--- src/uppoc_pkg.sv ---
`default_nettype none

// shared constants and types for the usb port power enable / over-current block
package uppoc_pkg;

  // number of shared enable/fault lines handled by the block
  localparam int unsigned NUM_PORTS     = 5;

  // port that can also act in device role (dual-role port)
  localparam int unsigned DUAL_ROLE_PORT = 0;

  // cycles the released line must read high before a fall counts as a fault
  localparam int unsigned HIGH_CYCLES   = 4;
  localparam int unsigned HIGH_CNT_W    = 3;

  // width of the saturating per-port fault counter
  localparam int unsigned FAULT_CNT_W   = 8;

  // open-drain driver: the pad output is always this level, gated by the enable
  localparam logic        DRIVE_LEVEL   = 1'b0;
  localparam logic        OE_DRIVE      = 1'b0;
  localparam logic        OE_RELEASE    = 1'b1;

  // pin synchroniser reset values; the module holds the lines low through reset
  localparam logic        LINE_RST_LVL  = 1'b0;
  localparam logic        SENSE_RST_LVL = 1'b0;

  // reset value of the pull-up rail enables
  localparam logic        RAIL_RST      = 1'b0;

  // per-port power state
  typedef enum logic [1:0] {
    UPPOC_OFF   = 2'b00,  // line held low, switch disabled
    UPPOC_WAIT  = 2'b01,  // power requested, waiting for a device connection
    UPPOC_ON    = 2'b10,  // line released, switch enabled by the pull-up
    UPPOC_FAULT = 2'b11   // over-current seen, line held low until request drops
  } uppoc_state_t;

endpackage

`default_nettype wire

--- src/uppoc_top.sv ---
`default_nettype none

module uppoc_top #(
  parameter int unsigned NUM_PORTS = uppoc_pkg::NUM_PORTS
) (
  // clock and reset
  input  wire logic                 core_clk,
  input  wire logic                 arst_n,
  // software control, one bit per port
  input  wire logic [NUM_PORTS-1:0] port_power_request,
  input  wire logic [NUM_PORTS-1:0] port_unused,
  input  wire logic [NUM_PORTS-1:0] overcurrent_clear,
  // device connection seen on the data lines, from the usb controller
  input  wire logic [NUM_PORTS-1:0] port_connect_detect,
  // shared open-drain enable / fault lines
  input  wire logic [NUM_PORTS-1:0] port_power_enable_fault_n_i,
  output logic      [NUM_PORTS-1:0] port_power_enable_fault_n_o,
  output logic      [NUM_PORTS-1:0] port_power_enable_fault_n_oe_n,
  // pull-up rail switches
  output logic      [NUM_PORTS-1:0] pullup_rail_en,
  // dual-role sense pins
  input  wire logic                 host_power_detect,
  input  wire logic                 dual_role_id_input,
  // per-port status
  output logic      [NUM_PORTS-1:0] port_power_on,
  output logic      [NUM_PORTS-1:0] port_power_good,
  output logic      [NUM_PORTS-1:0] overcurrent_flag,
  output logic      [NUM_PORTS-1:0] overcurrent_event,
  output logic      [NUM_PORTS*uppoc_pkg::FAULT_CNT_W-1:0] overcurrent_count,
  // role status
  output logic                      role_is_device,
  output logic                      host_power_present
);

  // line drive decode shared by the driver and the power-on status
  function automatic logic holds_line_low(input uppoc_pkg::uppoc_state_t st);
    holds_line_low = (st != uppoc_pkg::UPPOC_ON);
  endfunction

  // saturating increment of a fault count
  function automatic logic [uppoc_pkg::FAULT_CNT_W-1:0] sat_inc(
    input logic [uppoc_pkg::FAULT_CNT_W-1:0] v
  );
    sat_inc = (&v) ? v : v + uppoc_pkg::FAULT_CNT_W'(1);
  endfunction

  // synchronised role pins
  logic id_level;
  logic vbus_level;

  // role id pin, high selects device role on the dual-role port
  uppoc_pin_sense #(
    .RESET_LEVEL (uppoc_pkg::SENSE_RST_LVL)
  ) u_id_sense (
    .core_clk (core_clk),
    .arst_n   (arst_n),
    .pin_i    (dual_role_id_input),
    .level_q  (id_level),
    .fall_q   (),
    .rise_q   ()
  );

  // upstream host bus power sense
  uppoc_pin_sense #(
    .RESET_LEVEL (uppoc_pkg::SENSE_RST_LVL)
  ) u_vbus_sense (
    .core_clk (core_clk),
    .arst_n   (arst_n),
    .pin_i    (host_power_detect),
    .level_q  (vbus_level),
    .fall_q   (),
    .rise_q   ()
  );

  logic role_dev_q;
  logic host_pwr_q;

  // role outputs; bus power only means something in device role
  always_ff @(posedge core_clk or negedge arst_n) begin
    if (!arst_n) begin
      role_dev_q <= 1'b0;
      host_pwr_q <= 1'b0;
    end else begin
      role_dev_q <= id_level;
      host_pwr_q <= id_level & vbus_level;
    end
  end

  assign role_is_device     = role_dev_q;
  assign host_power_present = host_pwr_q;

  // per-port signals
  uppoc_pkg::uppoc_state_t state_q [NUM_PORTS];
  uppoc_pkg::uppoc_state_t state_d [NUM_PORTS];
  logic [uppoc_pkg::HIGH_CNT_W-1:0]  high_cnt_q [NUM_PORTS];
  logic [uppoc_pkg::HIGH_CNT_W-1:0]  high_cnt_d [NUM_PORTS];
  logic [uppoc_pkg::FAULT_CNT_W-1:0] fault_cnt_q [NUM_PORTS];
  logic [NUM_PORTS-1:0] line_level;
  logic [NUM_PORTS-1:0] line_fall;
  logic [NUM_PORTS-1:0] port_go;
  logic [NUM_PORTS-1:0] armed;
  logic [NUM_PORTS-1:0] fault_seen;
  logic [NUM_PORTS-1:0] oe_n_q;
  logic [NUM_PORTS-1:0] rail_q;
  logic [NUM_PORTS-1:0] flag_q;
  logic [NUM_PORTS-1:0] flag_d;
  logic [NUM_PORTS-1:0] event_q;
  logic [NUM_PORTS-1:0] on_q;
  logic [NUM_PORTS-1:0] good_q;

  for (genvar p = 0; p < NUM_PORTS; p++) begin : g_port

    // line sense, synchronised before any edge detection
    uppoc_pin_sense #(
      .RESET_LEVEL (uppoc_pkg::LINE_RST_LVL)
    ) u_line_sense (
      .core_clk (core_clk),
      .arst_n   (arst_n),
      .pin_i    (port_power_enable_fault_n_i[p]),
      .level_q  (line_level[p]),
      .fall_q   (line_fall[p]),
      .rise_q   ()
    );

    // dual-role port supplies power only in host role; unused ports stay off
    if (p == uppoc_pkg::DUAL_ROLE_PORT) begin : g_dual
      assign port_go[p] = port_power_request[p] & ~port_unused[p] & ~role_dev_q;
    end else begin : g_host
      assign port_go[p] = port_power_request[p] & ~port_unused[p];
    end

    // a fall counts only after the released line has read high for a while
    assign armed[p]      = (high_cnt_q[p] == uppoc_pkg::HIGH_CNT_W'(uppoc_pkg::HIGH_CYCLES));
    assign fault_seen[p] = (state_q[p] == uppoc_pkg::UPPOC_ON) & armed[p] & line_fall[p];

    // high-time counter runs only while the line is released and reads high
    assign high_cnt_d[p] = (state_q[p] != uppoc_pkg::UPPOC_ON) ? '0 :
                           !line_level[p]                       ? '0 :
                           armed[p]                             ? high_cnt_q[p] :
                           high_cnt_q[p] + uppoc_pkg::HIGH_CNT_W'(1);

    // sticky flag; a new fault wins over a clear in the same cycle
    assign flag_d[p] = fault_seen[p] | (flag_q[p] & ~overcurrent_clear[p]);

    // power state transitions
    always_comb begin
      state_d[p] = state_q[p];
      case (state_q[p])
        uppoc_pkg::UPPOC_OFF: begin
          if (port_go[p]) begin
            state_d[p] = uppoc_pkg::UPPOC_WAIT;
          end
        end
        uppoc_pkg::UPPOC_WAIT: begin
          if (!port_go[p]) begin
            state_d[p] = uppoc_pkg::UPPOC_OFF;
          end else if (port_connect_detect[p]) begin
            state_d[p] = uppoc_pkg::UPPOC_ON;
          end
        end
        uppoc_pkg::UPPOC_ON: begin
          if (!port_go[p]) begin
            state_d[p] = uppoc_pkg::UPPOC_OFF;
          end else if (fault_seen[p]) begin
            state_d[p] = uppoc_pkg::UPPOC_FAULT;
          end
        end
        uppoc_pkg::UPPOC_FAULT: begin
          if (!port_power_request[p]) begin
            state_d[p] = uppoc_pkg::UPPOC_OFF;
          end
        end
        default: begin
          state_d[p] = uppoc_pkg::UPPOC_OFF;
        end
      endcase
    end

    // state, high-time counter and fault count
    always_ff @(posedge core_clk or negedge arst_n) begin
      if (!arst_n) begin
        state_q[p]     <= uppoc_pkg::UPPOC_OFF;
        high_cnt_q[p]  <= '0;
        fault_cnt_q[p] <= '0;
      end else begin
        state_q[p]    <= state_d[p];
        high_cnt_q[p] <= high_cnt_d[p];
        if (fault_seen[p]) begin
          fault_cnt_q[p] <= sat_inc(fault_cnt_q[p]);
        end
      end
    end

    // open-drain driver and status registers
    always_ff @(posedge core_clk or negedge arst_n) begin
      if (!arst_n) begin
        oe_n_q[p]  <= uppoc_pkg::OE_DRIVE;
        rail_q[p]  <= uppoc_pkg::RAIL_RST;
        flag_q[p]  <= 1'b0;
        event_q[p] <= 1'b0;
        on_q[p]    <= 1'b0;
        good_q[p]  <= 1'b0;
      end else begin
        oe_n_q[p]  <= holds_line_low(state_d[p]) ? uppoc_pkg::OE_DRIVE : uppoc_pkg::OE_RELEASE;
        rail_q[p]  <= ~port_unused[p];
        flag_q[p]  <= flag_d[p];
        event_q[p] <= fault_seen[p];
        on_q[p]    <= ~holds_line_low(state_d[p]);
        good_q[p]  <= (state_q[p] == uppoc_pkg::UPPOC_ON) & armed[p];
      end
    end

    assign overcurrent_count[p*uppoc_pkg::FAULT_CNT_W +: uppoc_pkg::FAULT_CNT_W] = fault_cnt_q[p];
  end

  // pad value is constant low; only the enable moves (open drain)
  assign port_power_enable_fault_n_o    = {NUM_PORTS{uppoc_pkg::DRIVE_LEVEL}};
  assign port_power_enable_fault_n_oe_n = oe_n_q;
  assign pullup_rail_en                 = rail_q;
  assign port_power_on                  = on_q;
  assign port_power_good                = good_q;
  assign overcurrent_flag               = flag_q;
  assign overcurrent_event              = event_q;

endmodule

`default_nettype wire

--- src/uppoc_pin_sense.sv ---
`default_nettype none

// three-flop pin synchroniser with agreement filter and edge pulses
module uppoc_pin_sense #(
  parameter logic RESET_LEVEL = 1'b1
) (
  // clock and reset
  input  wire logic core_clk,
  input  wire logic arst_n,
  // raw pin
  input  wire logic pin_i,
  // filtered level and edges
  output logic      level_q,
  output logic      fall_q,
  output logic      rise_q
);

  logic stage1_q;
  logic stage2_q;
  logic stage3_q;
  logic agree;
  logic level_d;

  // a change is accepted only once the second and third stages agree
  assign agree   = (stage2_q == stage3_q);
  assign level_d = agree ? stage3_q : level_q;

  // synchroniser chain; the first stage feeds the second and nothing else
  always_ff @(posedge core_clk or negedge arst_n) begin
    if (!arst_n) begin
      stage1_q <= RESET_LEVEL;
      stage2_q <= RESET_LEVEL;
      stage3_q <= RESET_LEVEL;
    end else begin
      stage1_q <= pin_i;
      stage2_q <= stage1_q;
      stage3_q <= stage2_q;
    end
  end

  // filtered level and registered one-cycle edge pulses
  always_ff @(posedge core_clk or negedge arst_n) begin
    if (!arst_n) begin
      level_q <= RESET_LEVEL;
      fall_q  <= 1'b0;
      rise_q  <= 1'b0;
    end else begin
      level_q <= level_d;
      fall_q  <= level_q & ~level_d;
      rise_q  <= ~level_q & level_d;
    end
  end

endmodule

`default_nettype wire

--- config.mk ---
export PLATFORM = sky130hd
export DESIGN_NAME = uppoc_top
export DESIGN_NICKNAME = d
export VERILOG_FILES = /design/src/uppoc_pkg.sv /design/src/uppoc_top.sv /design/src/uppoc_pin_sense.sv
export SDC_FILE = /design/constraint.sdc
export NUM_CORES = 1
export LEC_CHECK = 0
export BUFFER_PORTS_ARGS = -buffer_cell sky130_fd_sc_hd__buf_2
export CORE_MARGIN = 1.5
export CORE_UTILIZATION = 50
export DETAILED_ROUTE_END_ITERATION = 10
export PLACE_DENSITY_LB_ADDON = 0.3
export REMOVE_ABC_BUFFERS = 1
export SYNTH_ARGS = -nofsm -noshare
export SYNTH_HDL_FRONTEND = slang
export SYNTH_SLANG_ARGS = --single-unit
--- constraint.sdc ---
create_clock -name core_clk -period 1.85 [get_ports core_clk]
set_input_delay 0.0925 -clock core_clk [delete_from_list [all_inputs] [get_ports core_clk]]
set_output_delay 0.0925 -clock core_clk [all_outputs]
set_load 0.03 [all_outputs]
==> results of run 1 <==
## state kept, by name (all words and copies together), names as in the netlist, 5 cells and up
name / flops
state_q: 10
overcurrent_event: 5
pullup_rail_en: 5
g_port.u_line_sense.level_q: 5
g_port.u_line_sense.fall_q: 5
g_port.u_line_sense.stage3_q: 5
overcurrent_count: 40
port_power_enable_fault_n_oe_n: 5
g_port.u_line_sense.stage1_q: 5
overcurrent_flag: 5
high_cnt_q: 15
port_power_good: 5
g_port.u_line_sense.stage2_q: 5
## logic make-up after synthesis
family                     after synthesis
and+or+nand+nor                        169
DFF                                    125
AOI/OAI and AO/OA                       59
buffers and inverters                   39
adders and majority gates               22
muxes                                   21
xor gates and xnor gates                19
other                                    1
## cell type report
type	instances	area [sq um]	share of cell area
sequential	125	3130	0.461
multi-input combinational	295	1970	0.291
timing repair buffer	131	831	0.122
clock buffer	22	473	0.0697
tap	136	170	0.0251
clock inverter	7	113	0.0166
inverter	27	101	0.0149
## Yosys cell counts, drive strengths merged, types with 3 or more instances
cell type  number
nor4b           3
xor2            6
a21oi          20
nand2b          6
nor3b           6
a21o            3
nand4           5
a211oi          3
nand2          51
xnor2          13
a21boi          3
o21ai          24
nor2b           3
ha             15
and2            9
buf            12
nor2           27
maj3            7
nor3           12
mux2           21
dfrtp         125
and3           11
and4b           4
inv            27
nand3          23
## critical path, cell delays in order (launching register included)
cell     delay (ns)
dfrtp_1        0.40
inv_1          0.07
ha_1           0.21
and4b_4        0.27
and3_1         0.21
and3_1         0.18
mux2_1         0.31
## report_power, final
part	switching [W]	total [W]	internal [W]	leakage, nW
Combinational	0.000147	0.000264	0.000117	1.44
Sequential	0.0000473	0.00285	0.00280	1.66
Clock	0.00110	0.00326	0.00216	0.289
## what timing repair did
action | CTS | global route
resized for setup | 0 | 6
endpoints found under the setup margin | 0 | 6
endpoints found under the hold margin | 157 | 0
hold buffers | 28 | 0
## per-stage QoR
stage / instance area [sq um] / hold WS [ns] / power (W)
after floorplan: 5170 / -0.203 / 0.00298
after global placement: 5890 / 0.137 / 0.00311
after detailed placement: 5890 / 0.133 / 0.00312
after CTS: 6760 / 0.0219 / 0.00645
after global routing: 6790 / 0.0305 / 0.00661
final: 6790 / 0.0454 / 0.00638
## path summary, 6_finish.rpt
check / endpoint / slack [ns] / depth (start not counted)
max: overcurrent_count[5]$_DFFE_PN0P_ / 0.1 / 6
min: port_power_enable_fault_n_oe_n[3]$_DFF_PN0_ / 0.05 / 4
max reg2reg: overcurrent_count[5]$_DFFE_PN0P_ / 0.1 / 6
min reg2reg: g_port[4].u_line_sense.stage2_q$_DFF_PN0_ / 0.35 / 0
max in group asynchronous: g_port[3].u_line_sense.level_q$_DFF_PN0_ / 1.42 / 3
min in group asynchronous: overcurrent_event[0]$_DFF_PN0_ / 0.14 / 3
## metal layers
metal / routed length [microns] / vias to the layer above
li1: - / 1842
met1: 4450 / 1799
met2: 4730 / 85
met3: 343 / 11
met4: 124 / 0
met5: 0 / -
==> results.json, run 1 <==
{
  "status": "finished, final reports clean",
  "regToRegStartpoint": "high_cnt_q[12]$_DFFE_PN0P_",
  "cts_sinks": 125,
  "synth-xor-area-share": 0.0317,
  "synth_compound_area_frac": 0.0662,
  "first_global_vias": 3713,
  "final_cells": 743,
  "skew_ns": 0.0111,
  "die_area_sq_um": 11100,
  "report.final.setup_viol": 0,
  "hp-class": "input port to flip-flop",
  "use_met1": 0.234,
  "cts_root_buffer": "clkbuf_8",
  "antenna_found_initial": 0,
  "initial_utilization": 0.511,
  "fin_crit_sh": 0.948,
  "syn-mean-instance-area_sq_um": 11.5,
  "busiest_layer": "met2",
  "grt_util_met2": 0.312,
  "cellPowerDensity_nw_per_um2": 940,
  "synth_edf_count": 0,
  "core-area_sq_um": 10300,
  "htree_levels": 4,
  "synthDistinctLibCells": 51,
  "die_x_microns": 105,
  "synth_flop_cell": "dfrtp_1",
  "ys_warn_count": 0,
  "fin_crit_ns": 1.75,
  "setup_tns_ns": 0,
  "wl_per_cell_microns": 13.0,
  "rows": 37,
  "cp_max_fo": 4,
  "hold_violations": 0,
  "viasPerCell": 5.03,
  "min_from": "port_connect_detect[3]",
  "startpoint": "high_cnt_q[12]$_DFFE_PN0P_",
  "ios": 106,
  "ys_seq_area_frac": 0.596,
  "yosysTopAreaCell": "dfrtp_1",
  "final_core_util": 0.661,
  "crit_required_ns": 2.24,
  "dp_cells": 686,
  "drc": 0,
  "met3_usage": 0.0507,
  "synth_top_family_by_area": "simple AND/OR/NAND/NOR gates",
  "nets": 641,
  "cts_buffer_depth": 2,
  "path_clk_slew_ns": 0.06,
  "grt_max_degree": 65,
  "worst_slack_ns": 0.0971,
  "arrival_ns": 2.14,
  "drive_gt1_frac": 0.282,
  "num-fill-cells": 805,
  "layout_commonest_cell": "dfrtp_1",
  "ys_top_cells_by_area": "dfrtp_1 60%, mux2_2 4.1%, ha_1 3.6%",
  "cts_setup_buffers": 0,
  "grt_use_total": 0.188,
  "place_congestion": 0.826,
  "ir_drop_v": 0.000611,
  "vias": 3737,
  "cts-buffers-inserted": 17,
  "synth.cell_area_sq_um": 5250,
  "synth-adder-area-share": 0.0491,
  "maxCapViolCount": 0,
  "critPathKind": "flip-flop to flip-flop",
  "crit_path_end_kind": "flip-flop",
  "synth.mux.area_fraction": 0.0457,
  "synth_seq_cells": 125,
  "areaGrowthSynthToFinish_pct": 29.3,
  "p_leak_nw": 3.39,
  "yosysTopAreaCellShare": 0.596,
  "place_ws_ns": 0.0813,
  "slew_viol_final": 0,
  "cts_tree": "done",
  "final_cell_mix": "125 x dfrtp_1, 99 x buf_2, 50 x nand2_1",
  "grt_pass1_wl_microns": 16600,
  "first_pass_iters": 4,
  "hpwl_microns": 6390,
  "numPortBuffers": 100,
  "diodes": 0,
  "drt_iter0_drc": 177,
  "gr-total-overflow": 0,
  "rsz0062_at_grt": "false",
  "synthSimpleGateAreaFrac": 0.174,
  "ant_nets": 0,
  "wl_microns": 9640,
  "clock.fmax_mhz": 570,
  "start_kind": "flip-flop",
  "syn_inst": 455,
  "die_y_microns": 105,
  "clk_latency_ns": 0.51,
  "async_flop_share": 1.00
}
No activity file was read; power rests on OpenSTA's default activity.
==> run 2, diff against run 1 <==
--- a/config.mk
+++ b/config.mk
@@ -6,7 +6,6 @@
 export NUM_CORES = 1
 export LEC_CHECK = 0
 export BUFFER_PORTS_ARGS = -buffer_cell sky130_fd_sc_hd__buf_2
-export CORE_MARGIN = 1.5
 export CORE_UTILIZATION = 50
 export DETAILED_ROUTE_END_ITERATION = 10
 export PLACE_DENSITY_LB_ADDON = 0.3
==> run 2 against run 1 <==
  * Non-clock buffer count grew 5
  * Final cell count is 1.1% higher
  * Highest routed layer unchanged
  * Fmax down 1.2%
  * Sequential power hardly changed
  * Sequential share of layout area increased by 0.20 points
  * Design area fell by 0.44%
  * Count of clock-buffer cells in the layout fell by 3
  * Power fell by 5.5%
  * First-iteration DRC count is 42% lower
  * Clock power decreased by 11%
  * Largest cell class unchanged
  * Global-route usage rose by 0.18 points
==> results.json, run 2 (synthesized netlist as in run 1, its figures left out) <==
{
  "die_area_sq_um": 10900,
  "antenna_found_initial": 0,
  "hpwl_microns": 6510,
  "drc": 0,
  "ant_nets": 0,
  "cts_tree": "done",
  "critPathMaxStageDelay_ns": 0.57,
  "r2r_cells": 5,
  "hp-class": "input port to asynchronous set/reset pin",
  "drt_iter0_drc": 102,
  "path_clk_slew_ns": 0.06,
  "core-area_sq_um": 10200,
  "regToRegStartpoint": "role_is_device$_DFF_PN0_",
  "crit_path_end_kind": "flip-flop",
  "numPortBuffers": 100,
  "rows": 37,
  "die_x_microns": 104,
  "status": "finished, final reports clean",
  "nets": 646,
  "grt_use_total": 0.190,
  "critPathKind": "flip-flop to flip-flop",
  "skew_ns": 0.0107,
  "register_area_sq_um": 3130,
  "num-fill-cells": 777,
  "ir_drop_v": 0.000502,
  "wl_microns": 9640,
  "fin_crit_sh": 0.959,
  "gr-total-overflow": 0,
  "cts-buffers-inserted": 17,
  "cp_max_fo": 4,
  "cellPowerDensity_nw_per_um2": 892,
  "dpl_cell_area_sq_um": 5890,
  "crit_required_ns": 2.31,
  "reg2reg_slack_ns": 0.08,
  "viasPerCell": 5.09,
  "slew_viol_final": 0,
  "clk_latency_ns": 0.52,
  "diodes": 0,
  "start_kind": "flip-flop",
  "p_leak_nw": 3.39,
  "maxCapViolCount": 0,
  "r2r-end": "state_q[9]$_DFF_PN0_",
  "layout_commonest_cell": "dfrtp_1",
  "path_cells": "or3b_2, o21ai_0, nand2_1, o31ai_1, dlygate4sd3_1",
  "htree_levels": 4,
  "slowest_stage": "dlygate4sd3_1",
  "cts_setup_buffers": 0,
  "place_congestion": 0.805,
  "arrival_ns": 2.23,
  "hold_violations": 0,
  "first_pass_iters": 5,
  "ios": 106,
  "first_global_vias": 3752,
  "die_y_microns": 104,
  "wl_per_cell_microns": 12.8,
  "design_area_sq_um": 6760,
  "final_cell_mix": "125 x dfrtp_1, 99 x buf_2, 50 x nand2_1",
  "vias": 3819,
  "areaGrowthSynthToFinish_pct": 28.7,
  "fin_crit_ns": 1.77,
  "rsz0062_at_grt": "false",
  "multi_input_area_sq_um": 1960,
  "cts_buffer_depth": 2,
  "drive_gt1_frac": 0.286,
  "largest_register_ffs": 40,
  "initial_utilization": 0.513,
  "clock.fmax_mhz": 563,
  "cts_root_buffer": "clkbuf_8",
  "cts_sinks": 125,
  "report.final.setup_viol": 0,
  "grt_pass1_wl_microns": 16400,
  "setup_tns_ns": 0,
  "grt_max_degree": 44
}
[run 2: cell types whose count changed in the layout (fill, tap and decap cells not counted), sizes merged]
cell | before | now
dlygate4sd3 | 28 | 32
buf | 103 | 104
clkinv | 3 | 9
bufinv | 3 | 0
inv | 27 | 29
clkbuf | 22 | 19
clkinvlp | 1 | 2
[run 2: power by group]
group | leakage, nW | switching [W] | internal (W)
clock | 0.264 | 0.00120 | 0.00172
combinational | 1.47 | 0.000151 | 0.000118
sequential | 1.66 | 0.0000456 | 0.00280
[run 2: through the flow]
step	utilization	setup WS, ns	instances	hold WS [ns]	power, W
floorplan	-	0.167	447	-0.203	0.00298
global placement	0.576	0.160	687	0.0347	0.00311
detailed placement	0.576	0.0774	687	0.0362	0.00312
CTS	0.659	0.0707	751	0.0388	0.00612
global route	0.661	0.00116	751	0.0568	0.00627
finish	0.661	0.0751	751	0.0468	0.00603
[run 2: worst max-delay path: cells and delay by family (launching register included)]
kind,cells,cell delay [ns]
buffers and inverters,1,0.57
AND/OR/NAND/NOR,2,0.55
flip-flops,1,0.38
AO/OA/AOI/OAI,2,0.22
[run 2: worst max-delay path by stage]
stage,from,end,cells past startpoint
floorplan,overcurrent_count[24]$_DFFE_PN0P_,overcurrent_count[25]$_DFFE_PN0P_,5
CTS,high_cnt_q[12]$_DFFE_PN0P_,overcurrent_count[1]$_DFFE_PN0P_,6
detailed placement,high_cnt_q[9]$_DFFE_PN0P_,overcurrent_count[15]$_DFFE_PN0P_,6
finish,role_is_device$_DFF_PN0_,state_q[9]$_DFF_PN0_,5
global placement,high_cnt_q[9]$_DFFE_PN0P_,overcurrent_count[15]$_DFFE_PN0P_,6
global route,role_is_device$_DFF_PN0_,state_q[9]$_DFF_PN0_,5
[run 2: repair_timing]
item | 4_1_cts | 5_1_grt
endpoints found under the setup margin | 0 | 3
hold buffers | 32 | 0
gates resized for setup | 0 | 5
hold endpoints to repair | 157 | 0
[run 2: final cells by class]
type,count,area share
multi-input cells,295,0.290
well taps,136,0.0252
clock inverters,13,0.0137
repair buffers,136,0.128
flip-flops and latches,125,0.463
clock buffers,19,0.0653
inverters,27,0.0150
[run 2: metal layers]
metal | wire length [microns] | GRT usage | part of all wire
met1 | 4240 | 0.227 | 0.44
met2 | 4900 | 0.315 | 0.51
met3 | 390 | 0.0539 | 0.040
met4 | 116 | 0.0929 | 0.012
met5 | 0 | 0 | 0
